==> src/hdl/asr_map.svh <==
// Constants for the host controller of the 2K x 8 asynchronous static RAM.
`ifndef ASR_MAP_SVH
`define ASR_MAP_SVH

`define ASR_WORDS     2048
`define ASR_ADDR_W    11
`define ASR_DATA_W    8
`define ASR_TMR_W     5

`define ASR_CLK_NS    10
`define ASR_T_RC_NS   120
`define ASR_T_CW_NS   70
`define ASR_T_AW_NS   105
`define ASR_T_DW_NS   35
`define ASR_T_WR_NS   0
`define ASR_T_CHZ_NS  40
`define ASR_DESELECT_TO_RETENTION_TIME_NS  0

`define ASR_CEIL(t)   (((t) + `ASR_CLK_NS - 1) / `ASR_CLK_NS)
`define ASR_MAX(a, b) (((a) > (b)) ? (a) : (b))

`define ASR_RC_CYC    `ASR_CEIL(`ASR_T_RC_NS)
`define ASR_WLO_CYC   `ASR_MAX(`ASR_CEIL(`ASR_T_CW_NS), \
                      `ASR_MAX(`ASR_CEIL(`ASR_T_AW_NS), \
                               `ASR_CEIL(`ASR_T_DW_NS)))
`define ASR_HZ_CYC    `ASR_MAX(1, `ASR_CEIL(`ASR_T_CHZ_NS))

`define ASR_IDLE_STROBE 1'b1

`endif

==> src/hdl/asr_pkg.sv <==
// Types shared by the static RAM host controller modules.
`include "asr_map.svh"

package asr_pkg;

    typedef enum logic [2:0] {
        ST_IDLE  = 3'b000,
        ST_RD    = 3'b001,
        ST_WR    = 3'b010,
        ST_WEND  = 3'b011,
        ST_TURN  = 3'b100,
        ST_RET   = 3'b101,
        ST_RECOV = 3'b110
    } asr_state_t;

    typedef struct packed {
        logic                   write;
        logic [`ASR_ADDR_W-1:0] addr;
        logic [`ASR_DATA_W-1:0] wdata;
    } asr_req_t;

    typedef struct packed {
        logic                   valid;
        logic [`ASR_DATA_W-1:0] data;
    } asr_rsp_t;

    typedef struct packed {
        logic [`ASR_ADDR_W-1:0] addr;
        logic                   cs_n;
        logic                   oe_n;
        logic                   we_n;
        logic [`ASR_DATA_W-1:0] dout;
        logic                   dq_oe_n;
    } asr_pins_t;

    typedef struct packed {
        asr_state_t st;
        asr_pins_t  pins;
        logic       ready;
        logic       retained;
    } asr_host_state_t;

    typedef struct packed {
        logic [`ASR_TMR_W-1:0] count;
    } asr_tmr_state_t;

endpackage

==> src/hdl/asr_timer.sv <==
// Loadable down counter that times each phase of a memory cycle.
`timescale 1ns/1ps
`include "asr_map.svh"

module asr_timer
    import asr_pkg::*;
(
    input  wire logic                  clock,
    input  wire logic                  nrst,
    input  wire logic                  load,
    input  wire logic [`ASR_TMR_W-1:0] load_val,
    output logic                       done
);

    asr_tmr_state_t q;
    asr_tmr_state_t d;

    always_comb begin
        d = q;
        if (load) begin
            d.count = load_val;
        end else if (q.count != '0) begin
            d.count = q.count - `ASR_TMR_W'(1);
        end
    end

    always_ff @(posedge clock or negedge nrst) begin
        if (!nrst) begin
            q <= '0;
        end else begin
            q <= d;
        end
    end

    assign done = (q.count == '0);

endmodule

==> src/hdl/asr_capture.sv <==
// Register that samples the memory data pins at the end of a read.
`timescale 1ns/1ps
`include "asr_map.svh"

module asr_capture
    import asr_pkg::*;
(
    input  wire logic                  clock,
    input  wire logic                  nrst,
    input  wire logic                  cap_en,
    input  wire logic [`ASR_DATA_W-1:0] din,
    output asr_rsp_t                   rsp
);

    asr_rsp_t d;

    always_comb begin
        d = rsp;
        d.valid = cap_en;
        if (cap_en) begin
            d.data = din;
        end
    end

    always_ff @(posedge clock or negedge nrst) begin
        if (!nrst) begin
            rsp <= '0;
        end else begin
            rsp <= d;
        end
    end

endmodule

==> src/hdl/asr_host.sv <==
// Host controller that runs read and write cycles on a 2K x 8 static RAM.
// Function
// Memory holds 2048 bytes, eleven address lines.
// Memory needs no clock; levels control access.
// Write only while select and write both low.
// Select low at least 70 ns before end.
// Address stable 105 ns before write end.
// Write data valid 35 ns before end.
// Write recovery from first rising strobe, 0 ns.
// Reads keep write high, output enable low.
// Read data valid 120 ns after access start.
// Data valid 55 ns after output enable.
// Pins float within 40 ns of deselect.
// Pins float within 40 ns of enable high.
// Old read data held 10 ns after address.
// Pins float 35 ns after write falls.
// Host never drives against memory output.
// Select falling with write keeps pins floating.
// Driven value matches written data polarity.
// After write, pins show next address data.
// Memory waits 10 ns before driving again.
// Host stops driving when memory drives back.
// Read and write cycles last 120 ns minimum.
// Deselect before retention; wait cycle after it.
// Address valid no later than select falling.
// Deselected memory ignores strobes and floats pins.
`timescale 1ns/1ps
`include "asr_map.svh"

module asr_host
    import asr_pkg::*;
#(
    parameter logic [`ASR_TMR_W-1:0] RC_CYC  = `ASR_TMR_W'(`ASR_RC_CYC),
    parameter logic [`ASR_TMR_W-1:0] WLO_CYC = `ASR_TMR_W'(`ASR_WLO_CYC),
    parameter logic [`ASR_TMR_W-1:0] HZ_CYC  = `ASR_TMR_W'(`ASR_HZ_CYC)
) (
    input  wire logic                   clock,
    input  wire logic                   nrst,
    input  wire logic                   req_valid,
    input  asr_req_t                    req,
    output logic                        req_ready,
    output asr_rsp_t                    rsp,
    input  wire logic                   retain_req,
    output logic                        retained,
    output asr_pins_t                   pins,
    input  wire logic [`ASR_DATA_W-1:0] sram_dq_i
);

    localparam asr_pins_t PINS_IDLE = '{
        addr:    '0,
        cs_n:    `ASR_IDLE_STROBE,
        oe_n:    `ASR_IDLE_STROBE,
        we_n:    `ASR_IDLE_STROBE,
        dout:    '0,
        dq_oe_n: `ASR_IDLE_STROBE
    };

    localparam asr_host_state_t STATE_RST = '{
        st:       ST_IDLE,
        pins:     PINS_IDLE,
        ready:    1'b1,
        retained: 1'b0
    };

    asr_host_state_t q;
    asr_host_state_t d;

    logic                  tmr_load;
    logic [`ASR_TMR_W-1:0] tmr_val;
    logic                  tmr_done;
    logic                  cap_en;

    function automatic logic [`ASR_TMR_W-1:0] phase_len(
        input logic [`ASR_TMR_W-1:0] cycles
    );
        phase_len = (cycles > `ASR_TMR_W'(1)) ?
                    cycles - `ASR_TMR_W'(1) : '0;
    endfunction

    always_comb begin
        d        = q;
        tmr_load = 1'b0;
        tmr_val  = '0;
        cap_en   = 1'b0;
        case (q.st)
            ST_IDLE: begin
                d.pins.dq_oe_n = 1'b1;
                if (req_valid && q.ready) begin
                    // Address, select and strobe move on the same edge. R23
                    d.ready     = 1'b0;
                    d.pins.addr = req.addr;
                    d.pins.cs_n = 1'b0;
                    tmr_load    = 1'b1;
                    if (req.write) begin
                        // Select falls with write, so memory stays floating. R16
                        d.st           = ST_WR;
                        d.pins.we_n    = 1'b0;
                        d.pins.oe_n    = 1'b1;
                        d.pins.dq_oe_n = 1'b0;
                        d.pins.dout    = req.wdata;
                        tmr_val        = phase_len(WLO_CYC);
                    end else begin
                        d.st        = ST_RD;
                        d.pins.we_n = 1'b1;
                        d.pins.oe_n = 1'b0;
                        tmr_val     = phase_len(RC_CYC);
                    end
                end else if (retain_req) begin
                    d.st       = ST_RET;
                    d.ready    = 1'b0;
                    d.retained = 1'b1;
                end
            end
            ST_WR: begin
                if (tmr_done) begin
                    // Both strobes rise together; data stays one more cycle.
                    d.st        = ST_WEND;
                    d.pins.cs_n = 1'b1;
                    d.pins.we_n = 1'b1;
                    tmr_load    = 1'b1;
                    tmr_val     = phase_len(RC_CYC - WLO_CYC);
                end
            end
            ST_WEND: begin
                if (tmr_done) begin
                    d.st           = ST_IDLE;
                    d.pins.dq_oe_n = 1'b1;
                    d.ready        = 1'b1;
                end
            end
            ST_RD: begin
                if (tmr_done) begin
                    cap_en      = 1'b1;
                    d.st        = ST_TURN;
                    d.pins.cs_n = 1'b1;
                    d.pins.oe_n = 1'b1;
                    tmr_load    = 1'b1;
                    tmr_val     = phase_len(HZ_CYC);
                end
            end
            ST_TURN: begin
                // Memory may still drive; no write data until it floats.
                if (tmr_done) begin
                    d.st    = ST_IDLE;
                    d.ready = 1'b1;
                end
            end
            ST_RET: begin
                d.pins.cs_n = 1'b1;
                if (!retain_req) begin
                    d.st     = ST_RECOV;
                    tmr_load = 1'b1;
                    tmr_val  = phase_len(RC_CYC);
                end
            end
            ST_RECOV: begin
                if (tmr_done) begin
                    d.st       = ST_IDLE;
                    d.ready    = 1'b1;
                    d.retained = 1'b0;
                end
            end
            default: begin
                d = STATE_RST;
            end
        endcase
    end

    always_ff @(posedge clock or negedge nrst) begin
        if (!nrst) begin
            q <= STATE_RST;
        end else begin
            q <= d;
        end
    end

    asr_timer u_timer (
        .clock    (clock),
        .nrst     (nrst),
        .load     (tmr_load),
        .load_val (tmr_val),
        .done     (tmr_done)
    );

    asr_capture u_capture (
        .clock  (clock),
        .nrst   (nrst),
        .cap_en (cap_en),
        .din    (sram_dq_i),
        .rsp    (rsp)
    );

    assign req_ready = q.ready;
    assign retained  = q.retained;
    assign pins      = q.pins;
endmodule

==> config.mk <==
export PLATFORM = sky130hd
export DESIGN_NAME = asr_host
export DESIGN_NICKNAME = d
export VERILOG_FILES = /design/src/hdl/asr_pkg.sv /design/src/hdl/asr_timer.sv /design/src/hdl/asr_capture.sv /design/src/hdl/asr_host.sv
export VERILOG_INCLUDE_DIRS = /design/src /design/src/hdl
export SDC_FILE = /design/constraint.sdc
export NUM_CORES = 1
export LEC_CHECK = 0
export ABC_AREA = 0
export BUFFER_PORTS_ARGS = -buffer_cell sky130_fd_sc_hd__buf_2
export CAP_MARGIN = 20
export CELL_PAD_IN_SITES_DETAIL_PLACEMENT = 1
export CELL_PAD_IN_SITES_GLOBAL_PLACEMENT = 1
export CORE_UTILIZATION = 40
export CTS_CLUSTER_SIZE = 12
export DETAILED_ROUTE_END_ITERATION = 12
export PLACE_DENSITY_LB_ADDON = 0.05
export SYNTH_ARGS = -nofsm -noshare
export SYNTH_HDL_FRONTEND = slang
export SYNTH_SLANG_ARGS = --single-unit
==> constraint.sdc <==
create_clock -name clock -period 4.2 [get_ports clock]
set_input_delay 0.84 -clock clock [delete_from_list [all_inputs] [get_ports clock]]
set_output_delay 0.84 -clock clock [all_outputs]
set_load 0.01 [all_outputs]
==> impl_metrics.json, run 1 <==
{
  "layout_common_cells": "buf_2 (65), nand2_1 (43), dfrtp_1 (37)",
  "period_share": 0.547,
  "die_x_um": 74.3,
  "fillers": 596,
  "wirelength_mm": 4.49,
  "final_common_cell": "buf_2",
  "routabilityCongestion": 0.755,
  "path_cells": "inv_1, ha_1, or4b_4, nor4_4, mux2_2",
  "grt_pass1_vias": 1536,
  "finalSetupTns_ns": 0,
  "fin_util": 0.491,
  "synth_top_area_cell": "dfrtp_1",
  "final_hold_viol_count": 0,
  "synth-seq-area-share": 0.506,
  "io_pins": 66,
  "total_leakage_power_nw": 1.17,
  "cts_setup_buffers": 0,
  "arrival_ns": 2.48,
  "avgViaCountPerCell": 4.94,
  "final_cells": 325,
  "dp.cells": 316,
  "grt_usage": 0.175,
  "max_freq_mhz": 435,
  "syn_avg_cell_area_um2": 9.58,
  "synth_cells": 218,
  "clk_pin_slew_ns": 0.07,
  "root_buffer": "clkbuf_8",
  "yosys-top-cells-area": "dfrtp_1 (44%), buf_4 (8.3%), nand2_1 (7.7%)",
  "nets": 290,
  "maxCapViolations": 0,
  "start_util": 0.428,
  "layout-drive-gt1-share": 0.360,
  "dr.first_iter.drc_count": 79,
  "cp_slowest_stage_delay_ns": 0.54,
  "ctsHoldBuffers": 0,
  "regArea_um2": 1060,
  "worstHoldPathType": "flip-flop to flip-flop",
  "crit_fanout": 9,
  "critPathBufInv": 1,
  "r2r_slack_ns": 1.90,
  "die_y_um": 74.3,
  "vdd_drop_max_v": 0.000385,
  "grt_pass1_wl_mm": 7.36,
  "post_cts_resized": 0,
  "htree_num_levels": 2,
  "clockBufferDepth": 2,
  "antenna_left": 0,
  "cp.required_ns": 4.38,
  "path_delay_family": "simple AND/OR/NAND/NOR gates",
  "p_per_area_nw_per_um2": 706,
  "crit_type": "flip-flop to flip-flop",
  "core_um2": 4880,
  "netlist.area_leader.share": 0.443,
  "slew_headroom": 0.380,
  "fin_skew_ns": 0.00399,
  "maxSlewViolCount": 0,
  "worst_slew_pin_slew_ns": 0.930,
  "syn_area_um2": 2090,
  "worstSetupEndpointType": "flip-flop",
  "num_antenna_cells": 0,
  "whs_ns": 0.491,
  "critPathSlowestCell": "or4b_4",
  "cts_tree": "built",
  "place.detailed.hpwl_mm": 3.21,
  "num_vias": 1604,
  "clock_latency_ns": 0.29,
  "yosysWarnings": 0,
  "synth_nets": 251,
  "dieArea_um2": 5520,
  "synth_cell_types": 38,
  "grt_antenna_before_repair": 0,
  "grt_setup_unrepaired": "false",
  "multiInputGateArea_um2": 795,
  "wl_per_cell_um": 13.8,
  "area_growth_syn_to_layout_pct": 14.6,
  "grt_overflow": 0,
  "clock-sinks": 42,
  "synth_seq_cells": 42,
  "cts-buffers-inserted": 5,
  "setup_viol": 0,
  "cp-start-kind": "flip-flop",
  "period_minus_slack_ns": 2.30,
  "drc": 0,
  "io_buffers": 65,
  "outcome": "complete, no violations",
  "placementRows": 25,
  "grt_max_degree": 43,
  "dr.pass1.iters": 4
}
==> per-layer routing <==
layer  global-route usage  up-vias  wire [µm]
met5                    0        -          0
met4               0.0566        0         46
met3               0.0447        5        215
met2                0.278       37       2130
met1                0.235      765       2100
li1                     -      797          -
==> cell usage after synthesis, drive strengths merged <==
| library cell | number |
|---|---|
| nand2 | 43 |
| dfrtp | 37 |
| o21ai | 27 |
| buf | 26 |
| mux2 | 10 |
| a21oi | 9 |
| clkbuf | 9 |
| nor2 | 8 |
| inv | 6 |
| dfstp | 5 |
| nor3 | 4 |
| a2bb2oi | 3 |
| xnor2 | 3 |
| a211oi | 2 |
| nand3 | 2 |
| o22ai | 2 |
| o32a | 2 |
| or3 | 2 |
| a211o | 1 |
| a22oi | 1 |
| a31oi | 1 |
| and2 | 1 |
| and3 | 1 |
| and3b | 1 |
| ha | 1 |
| maj3 | 1 |
| mux2i | 1 |
| nand2b | 1 |
| nor2b | 1 |
| nor4 | 1 |
| nor4b | 1 |
| o211ai | 1 |
| o31ai | 1 |
| o32ai | 1 |
| or2 | 1 |
| or4b | 1 |
==> where the power goes <==
group	internal (mW)	leakage, nW	total, mW	switching [mW]
sequential	0.584	0.531	0.739	0.155
clock	0.133	0.0482	0.264	0.132
combinational	0.323	0.586	0.686	0.363
==> worst paths after layout <==
path | from | to | cells after the start
setup reg to reg | u_timer.q[0] | u_capture.rsp[7] | 5
max in group asynchronous | nrst | u_timer.q[2] | 1
hold reg to reg | pins[10] | pins[10] | 1
hold / removal | pins[10] | pins[10] | 1
setup / recovery | u_timer.q[0] | u_capture.rsp[7] | 5
min in group asynchronous | nrst | pins[3] | 1
==> through the flow <==
| stage | worst slack [ns] | area [µm²] | power (mW) |
|---|---|---|---|
| floorplan | 2.17 | 2090 | 1.32 |
| CTS | 1.81 | 2380 | 1.71 |
| global placement | 1.81 | 2290 | 1.43 |
| finish | 1.90 | 2390 | 1.69 |
| detailed placement | 1.65 | 2290 | 1.44 |
| global route | 1.74 | 2390 | 1.82 |
==> cell families after synthesis <==
group                    after synthesis  synth area share
flip-flops                            42             0.506
XOR/XNOR                               3            0.0126
buffers and inverters                 41             0.116
adder cells (fa/ha/maj)                2            0.0108
AO/OA/AOI/OAI                         51             0.144
AND/OR/NAND/NOR                       68             0.152
multiplexers                          11            0.0587
==> worst register-to-register path, delay by kind of cell (launching register included) <==
kind                       cells  cell delay (ns)
and+or+nand+nor                2             1.03
muxes                          1             0.41
DFF                            1             0.44
adders and majority gates      1             0.21
buffers and inverters          1             0.09
==> registers in the layout, indices dropped and copies added (netlist names) <==
signal / cells
q: 3
retained: 1
u_timer.q: 5
u_capture.rsp: 9
pins: 23
req_ready: 1
==> cell type report <==
| type | instances | share of cell area |
|---|---|---|
| Sequential cell | 42 | 0.442 |
| Multi-Input combinational cell | 135 | 0.332 |
| Timing Repair Buffer | 67 | 0.144 |
| Clock buffer | 7 | 0.0361 |
| Tap cell | 67 | 0.0350 |
| Inverter | 6 | 0.00941 |
| Clock inverter | 1 | 0.00209 |
Note: power is estimated with default switching activity, not from simulation.
==> run 2, diff against run 1 <==
--- a/config.mk
+++ b/config.mk
@@ -11,7 +11,7 @@
 export CAP_MARGIN = 20
 export CELL_PAD_IN_SITES_DETAIL_PLACEMENT = 1
 export CELL_PAD_IN_SITES_GLOBAL_PLACEMENT = 1
-export CORE_UTILIZATION = 40
+export CORE_UTILIZATION = 34
 export CTS_CLUSTER_SIZE = 12
 export DETAILED_ROUTE_END_ITERATION = 12
 export PLACE_DENSITY_LB_ADDON = 0.05
==> constraint.sdc (replaced) <==
create_clock -name clock -period 2 [get_ports clock]
set_input_delay 0.4 -clock clock [delete_from_list [all_inputs] [get_ports clock]]
set_output_delay 0.4 -clock clock [all_outputs]
set_load 0.01 [all_outputs]
==> impl_metrics.json, run 2 (synthesis gave the netlist of run 1 again) <==
{
  "outcome": "complete, no violations",
  "cp_slowest_stage_delay_ns": 0.50,
  "cp.required_ns": 2.17,
  "total_leakage_power_nw": 1.26,
  "nets": 308,
  "path_delay_family": "simple AND/OR/NAND/NOR gates",
  "place.detailed.hpwl_mm": 3.63,
  "dr.first_iter.drc_count": 67,
  "grt_pass1_vias": 1694,
  "cts-buffers-inserted": 5,
  "period_share": 0.961,
  "routabilityCongestion": 0.749,
  "pre_cts_slack_ns": 0.0328,
  "htree_num_levels": 2,
  "worstSetupEndpointType": "flip-flop",
  "slew_headroom": 0.661,
  "root_buffer": "clkbuf_8",
  "wl_per_cell_um": 14.1,
  "grt_antenna_before_repair": 0,
  "maxSlewViolCount": 0,
  "fillers": 710,
  "max_freq_mhz": 520,
  "final_common_cell": "buf_2",
  "regArea_um2": 1060,
  "num_vias": 1688,
  "setup_ws_ns": 0.0770,
  "place_area_um2": 2430,
  "fin_skew_ns": 0.0120,
  "antenna_left": 0,
  "worstHoldPathType": "input pin to asynchronous set/reset pin",
  "avgViaCountPerCell": 4.81,
  "switching_share": 0.384,
  "maxCapViolations": 0,
  "p_sw_mw": 1.47,
  "cts_tree": "built",
  "placementRows": 28,
  "crit_fanout": 4,
  "worst_slew_pin_slew_ns": 0.508,
  "arrival_ns": 2.10,
  "drc": 0,
  "layout_common_cells": "buf_2 (65), nand2_1 (43), dfrtp_1 (37)",
  "grt_max_degree": 25,
  "intPower_mw": 2.35,
  "dr.pass1.iters": 4,
  "layout-drive-gt1-share": 0.417,
  "crit_type": "flip-flop to flip-flop",
  "io_buffers": 65,
  "clock-sinks": 42,
  "io_pins": 66,
  "core_um2": 5920,
  "multiInputGateArea_um2": 811,
  "path_cells": "inv_2, ha_4, or4b_4, nor4_4, buf_4, mux2_2",
  "clk_pin_slew_ns": 0.08,
  "grt_pass1_wl_mm": 8.20,
  "ctsHoldBuffers": 0,
  "num_antenna_cells": 0,
  "die_y_um": 80.4,
  "die_x_um": 80.4,
  "setup_viol": 0,
  "fin_area_um2": 2570,
  "critPathSlowestCell": "or4b_4",
  "largest_reg_flops": 23,
  "cp-start-kind": "flip-flop",
  "clock_latency_ns": 0.29,
  "final_cells": 351,
  "wirelength_mm": 4.96,
  "period_minus_slack_ns": 1.92,
  "comb_power_share": 0.469,
  "pwr-share-seq": 0.395,
  "dp.cells": 338,
  "clkPwrFrac": 0.137,
  "final_hold_viol_count": 0,
  "grt_setup_unrepaired": "true",
  "start_util": 0.353,
  "critPathBufInv": 2,
  "dieArea_um2": 6460,
  "p_per_area_nw_per_um2": 1480,
  "grt_overflow": 0,
  "grt_usage": 0.167,
  "area_growth_syn_to_layout_pct": 23.1,
  "vdd_drop_max_v": 0.000557,
  "clockBufferDepth": 2
}
## run 2: changes by cell type in the layout (fill, tap and decap cells not counted), sizes merged
cell and change:
clkbuf -1, clkinv +1, buf +18
## run 2: worst paths after layout
path | depth (start not counted) | slack (ns) | endpoint | start
min reg2reg | 1 | 0.49 | pins[10] | pins[10]
max in group asynchronous | 2 | 1.35 | pins[10] | nrst
min | 1 | 0.08 | q[27] | nrst
max | 6 | 0.08 | u_capture.rsp[4] | u_timer.q[0]
min in group clock | 3 | 0.31 | pins[2] | req[1]
max reg2reg | 6 | 0.08 | u_capture.rsp[4] | u_timer.q[0]
## run 2: repair_timing
action / 4_1_cts / 5_1_grt
setup endpoints to repair: 0 / 12
buffers inserted: 0 / 4
gates resized for setup: 0 / 7
## run 2: worst register-to-register path: stages, from the launching register on
cell	delay [ns]
dfrtp_1	0.40
inv_2	0.08
ha_4	0.13
or4b_4	0.50
nor4_4	0.20
buf_4	0.18
mux2_2	0.32
## run 2: layout make-up
class | instances | area share
multi-input combinational | 135 | 0.315
clock inverter | 2 | 0.00389
clock buffer | 6 | 0.0282
inverter | 6 | 0.00876
timing repair buffer | 85 | 0.196
sequential | 42 | 0.411
tap | 75 | 0.0365
## run 2: through the flow
| step | hold WS (ns) | total power, mW | setup TNS (ns) | util |
|---|---|---|---|---|
| 2_1_floorplan | 0.104 | 2.76 | -0.220 | - |
| 3_3_place_gp | 0.401 | 3.21 | 0 | 0.411 |
| 3_5_place_dp | 0.396 | 3.24 | 0 | 0.411 |
| 4_1_cts | 0.0828 | 3.78 | 0 | 0.425 |
| 5_1_grt | 0.0995 | 4.14 | -0.0453 | 0.434 |
| 6_report | 0.0803 | 3.81 | 0 | 0.434 |
## run 2: metal layers
metal | GRT usage | routed length (µm) | vias to the layer above
met1 | 0.225 | 2390 | 815
li1 | - | - | 833
met3 | 0.0398 | 234 | 2
met4 | 0.0643 | 35 | 0
met2 | 0.258 | 2300 | 38
met5 | 0 | 0 | -
## run 2: power by group through the flow
stage	sequential, mW	combinational, mW	clock [mW]
floorplan	1.48	1.29	0
global placement	1.51	1.70	0
finish	1.51	1.79	0.522
global route	1.56	2.00	0.584
CTS	1.51	1.73	0.549
detailed placement	1.52	1.72	0
==> run 3, diff against run 2 <==
--- a/config.mk
+++ b/config.mk
@@ -12,9 +12,10 @@
 export CELL_PAD_IN_SITES_DETAIL_PLACEMENT = 1
 export CELL_PAD_IN_SITES_GLOBAL_PLACEMENT = 1
 export CORE_UTILIZATION = 34
+export CTS_BUF_LIST = sky130_fd_sc_hd__clkbuf_8 sky130_fd_sc_hd__clkbuf_16
 export CTS_CLUSTER_SIZE = 12
 export DETAILED_ROUTE_END_ITERATION = 12
-export PLACE_DENSITY_LB_ADDON = 0.05
+export PLACE_DENSITY = 0.79
 export SYNTH_ARGS = -nofsm -noshare
 export SYNTH_HDL_FRONTEND = slang
 export SYNTH_SLANG_ARGS = --single-unit
==> impl_metrics.json, run 3 (synthesis gave the netlist of run 1 again) <==
{
  "largest_reg_flops": 23,
  "placementRows": 28,
  "slew_headroom": 0.658,
  "routabilityCongestion": 0.866,
  "maxSlewViolCount": 0,
  "antenna_left": 0,
  "cp_slowest_stage_delay_ns": 0.51,
  "dr.first_iter.drc_count": 51,
  "io_pins": 66,
  "die_y_um": 80.4,
  "ctsHoldBuffers": 0,
  "dieArea_um2": 6460,
  "layout-drive-gt1-share": 0.404,
  "grt_max_degree": 43,
  "critPathSlowestCell": "or4b_4",
  "arrival_ns": 2.15,
  "outcome": "complete, no violations",
  "final_hold_viol_count": 0,
  "total_leakage_power_nw": 1.25,
  "die_x_um": 80.4,
  "switching_share": 0.382,
  "cp.required_ns": 2.19,
  "whs_ns": 0.0690,
  "maxCapViolations": 0,
  "io_buffers": 65,
  "fin_util": 0.432,
  "htree_num_levels": 2,
  "setup_viol": 0,
  "worstSetupEndpointType": "flip-flop",
  "clock_latency_ns": 0.30,
  "clock-sinks": 42,
  "fillers": 713,
  "worstHoldPathType": "input pin to asynchronous set/reset pin",
  "pwr-share-seq": 0.390,
  "intPower_mw": 2.41,
  "wirelength_mm": 5.07,
  "root_buffer": "clkbuf_8",
  "fin_total_pwr_mw": 3.90,
  "p_per_area_nw_per_um2": 1530,
  "final_common_cell": "buf_2",
  "vdd_drop_max_v": 0.000601,
  "worst_slew_pin_slew_ns": 0.513,
  "cts-buffers-inserted": 5,
  "core_um2": 5920,
  "finalSetupTns_ns": 0,
  "num_vias": 1694,
  "critPathBufInv": 2,
  "comb_power_share": 0.434,
  "period_share": 0.977,
  "path_delay_family": "simple AND/OR/NAND/NOR gates",
  "num_antenna_cells": 0,
  "p_sw_mw": 1.49,
  "path_cells": "inv_2, ha_2, or4b_4, nor4_4, buf_4, mux2_2",
  "max_freq_mhz": 512,
  "period_minus_slack_ns": 1.95,
  "grt_overflow": 0,
  "clockBufferDepth": 2,
  "grt_antenna_before_repair": 0,
  "grt_pass1_vias": 1746,
  "nets": 304,
  "place.detailed.hpwl_mm": 3.72,
  "clk_pin_slew_ns": 0.09,
  "avgViaCountPerCell": 4.88,
  "cts_tree": "built",
  "clkPwrFrac": 0.176,
  "fin_skew_ns": 0.00473,
  "dr.pass1.iters": 4,
  "grt_usage": 0.165,
  "cp-start-kind": "flip-flop",
  "grt_pass1_wl_mm": 8.14,
  "start_util": 0.353,
  "crit_type": "flip-flop to flip-flop",
  "wl_per_cell_um": 14.6,
  "grt_setup_unrepaired": "true",
  "area_growth_syn_to_layout_pct": 22.4,
  "drc": 0,
  "crit_fanout": 5,
  "layout_common_cells": "buf_2 (65), nand2_1 (43), dfrtp_1 (37)"
}
==> run 3: changes by cell type in the layout (fill, tap and decap cells not counted) <==
cell,previous run,this run
bufinv_16,0,1
inv_6,0,1
clkinv_2,2,1
inv_1,4,5
a21oi_2,1,0
buf_4,17,13
ha_2,0,1
ha_4,1,0
inv_2,2,1
a21oi_1,8,9
clkbuf_1,1,0
==> run 3: metal layers <==
metal	global-route usage	up-vias	routed length (µm)
met3	0.0409	11	239
met4	0.0679	0	95
li1	-	822	-
met5	0	-	0
met2	0.278	48	2420
met1	0.199	813	2320
==> run 3: through the flow <==
step                instances  worst slack (ns)  area [µm²]
global placement          336             0.109        2420
detailed placement        336            0.0500        2420
finish                    347            0.0461        2560
floorplan                 218           -0.0275        2090
global route              347           -0.0296        2560
CTS                       344            0.0348        2530
==> run 3: power by group through the flow <==
stage	Combinational (mW)	Clock (mW)	Sequential (mW)
after floorplan	1.29	0	1.48
final	1.69	0.688	1.52
after global placement	1.60	0	1.52
after detailed placement	1.67	0	1.54
after CTS	1.68	0.711	1.52
after global routing	1.86	0.748	1.57
==> run 3: area by class of cell <==
cell class	instances	area, µm²	area share
sequential	42	1060	0.413
multi-input combinational	135	797	0.312
timing repair buffer	81	474	0.185
tap	75	93.8	0.0367
clock buffer	5	68.8	0.0269
clock inverter	3	43.8	0.0171
inverter	6	22.5	0.00881
==> run 3: what timing repair did <==
action | in CTS | in global routing
endpoints found under the setup margin | 0 | 8
gates resized for setup | 0 | 4
buffers inserted | 0 | 2
==> run 3: path summary, 6_finish.rpt <==
check | slack, ns | start | endpoint | cells past startpoint
setup / recovery | 0.05 | u_timer.q[1] | u_capture.rsp[7] | 6
hold / removal | 0.07 | nrst | u_capture.rsp[5] | 2
setup reg to reg | 0.05 | u_timer.q[1] | u_capture.rsp[7] | 6
hold reg to reg | 0.50 | pins[10] | pins[10] | 1
max in group asynchronous | 1.67 | nrst | pins[9] | 2
min in group clock | 0.30 | req[5] | pins[6] | 3
==> run 3: worst register-to-register path, delay by kind of cell, from the launching register on <==
family,cells,cell delay (ns)
AND/OR/NAND/NOR,2,0.71
flip-flops,1,0.40
multiplexers,1,0.32
buffers and inverters,2,0.26
adder cells (fa/ha/maj),1,0.16
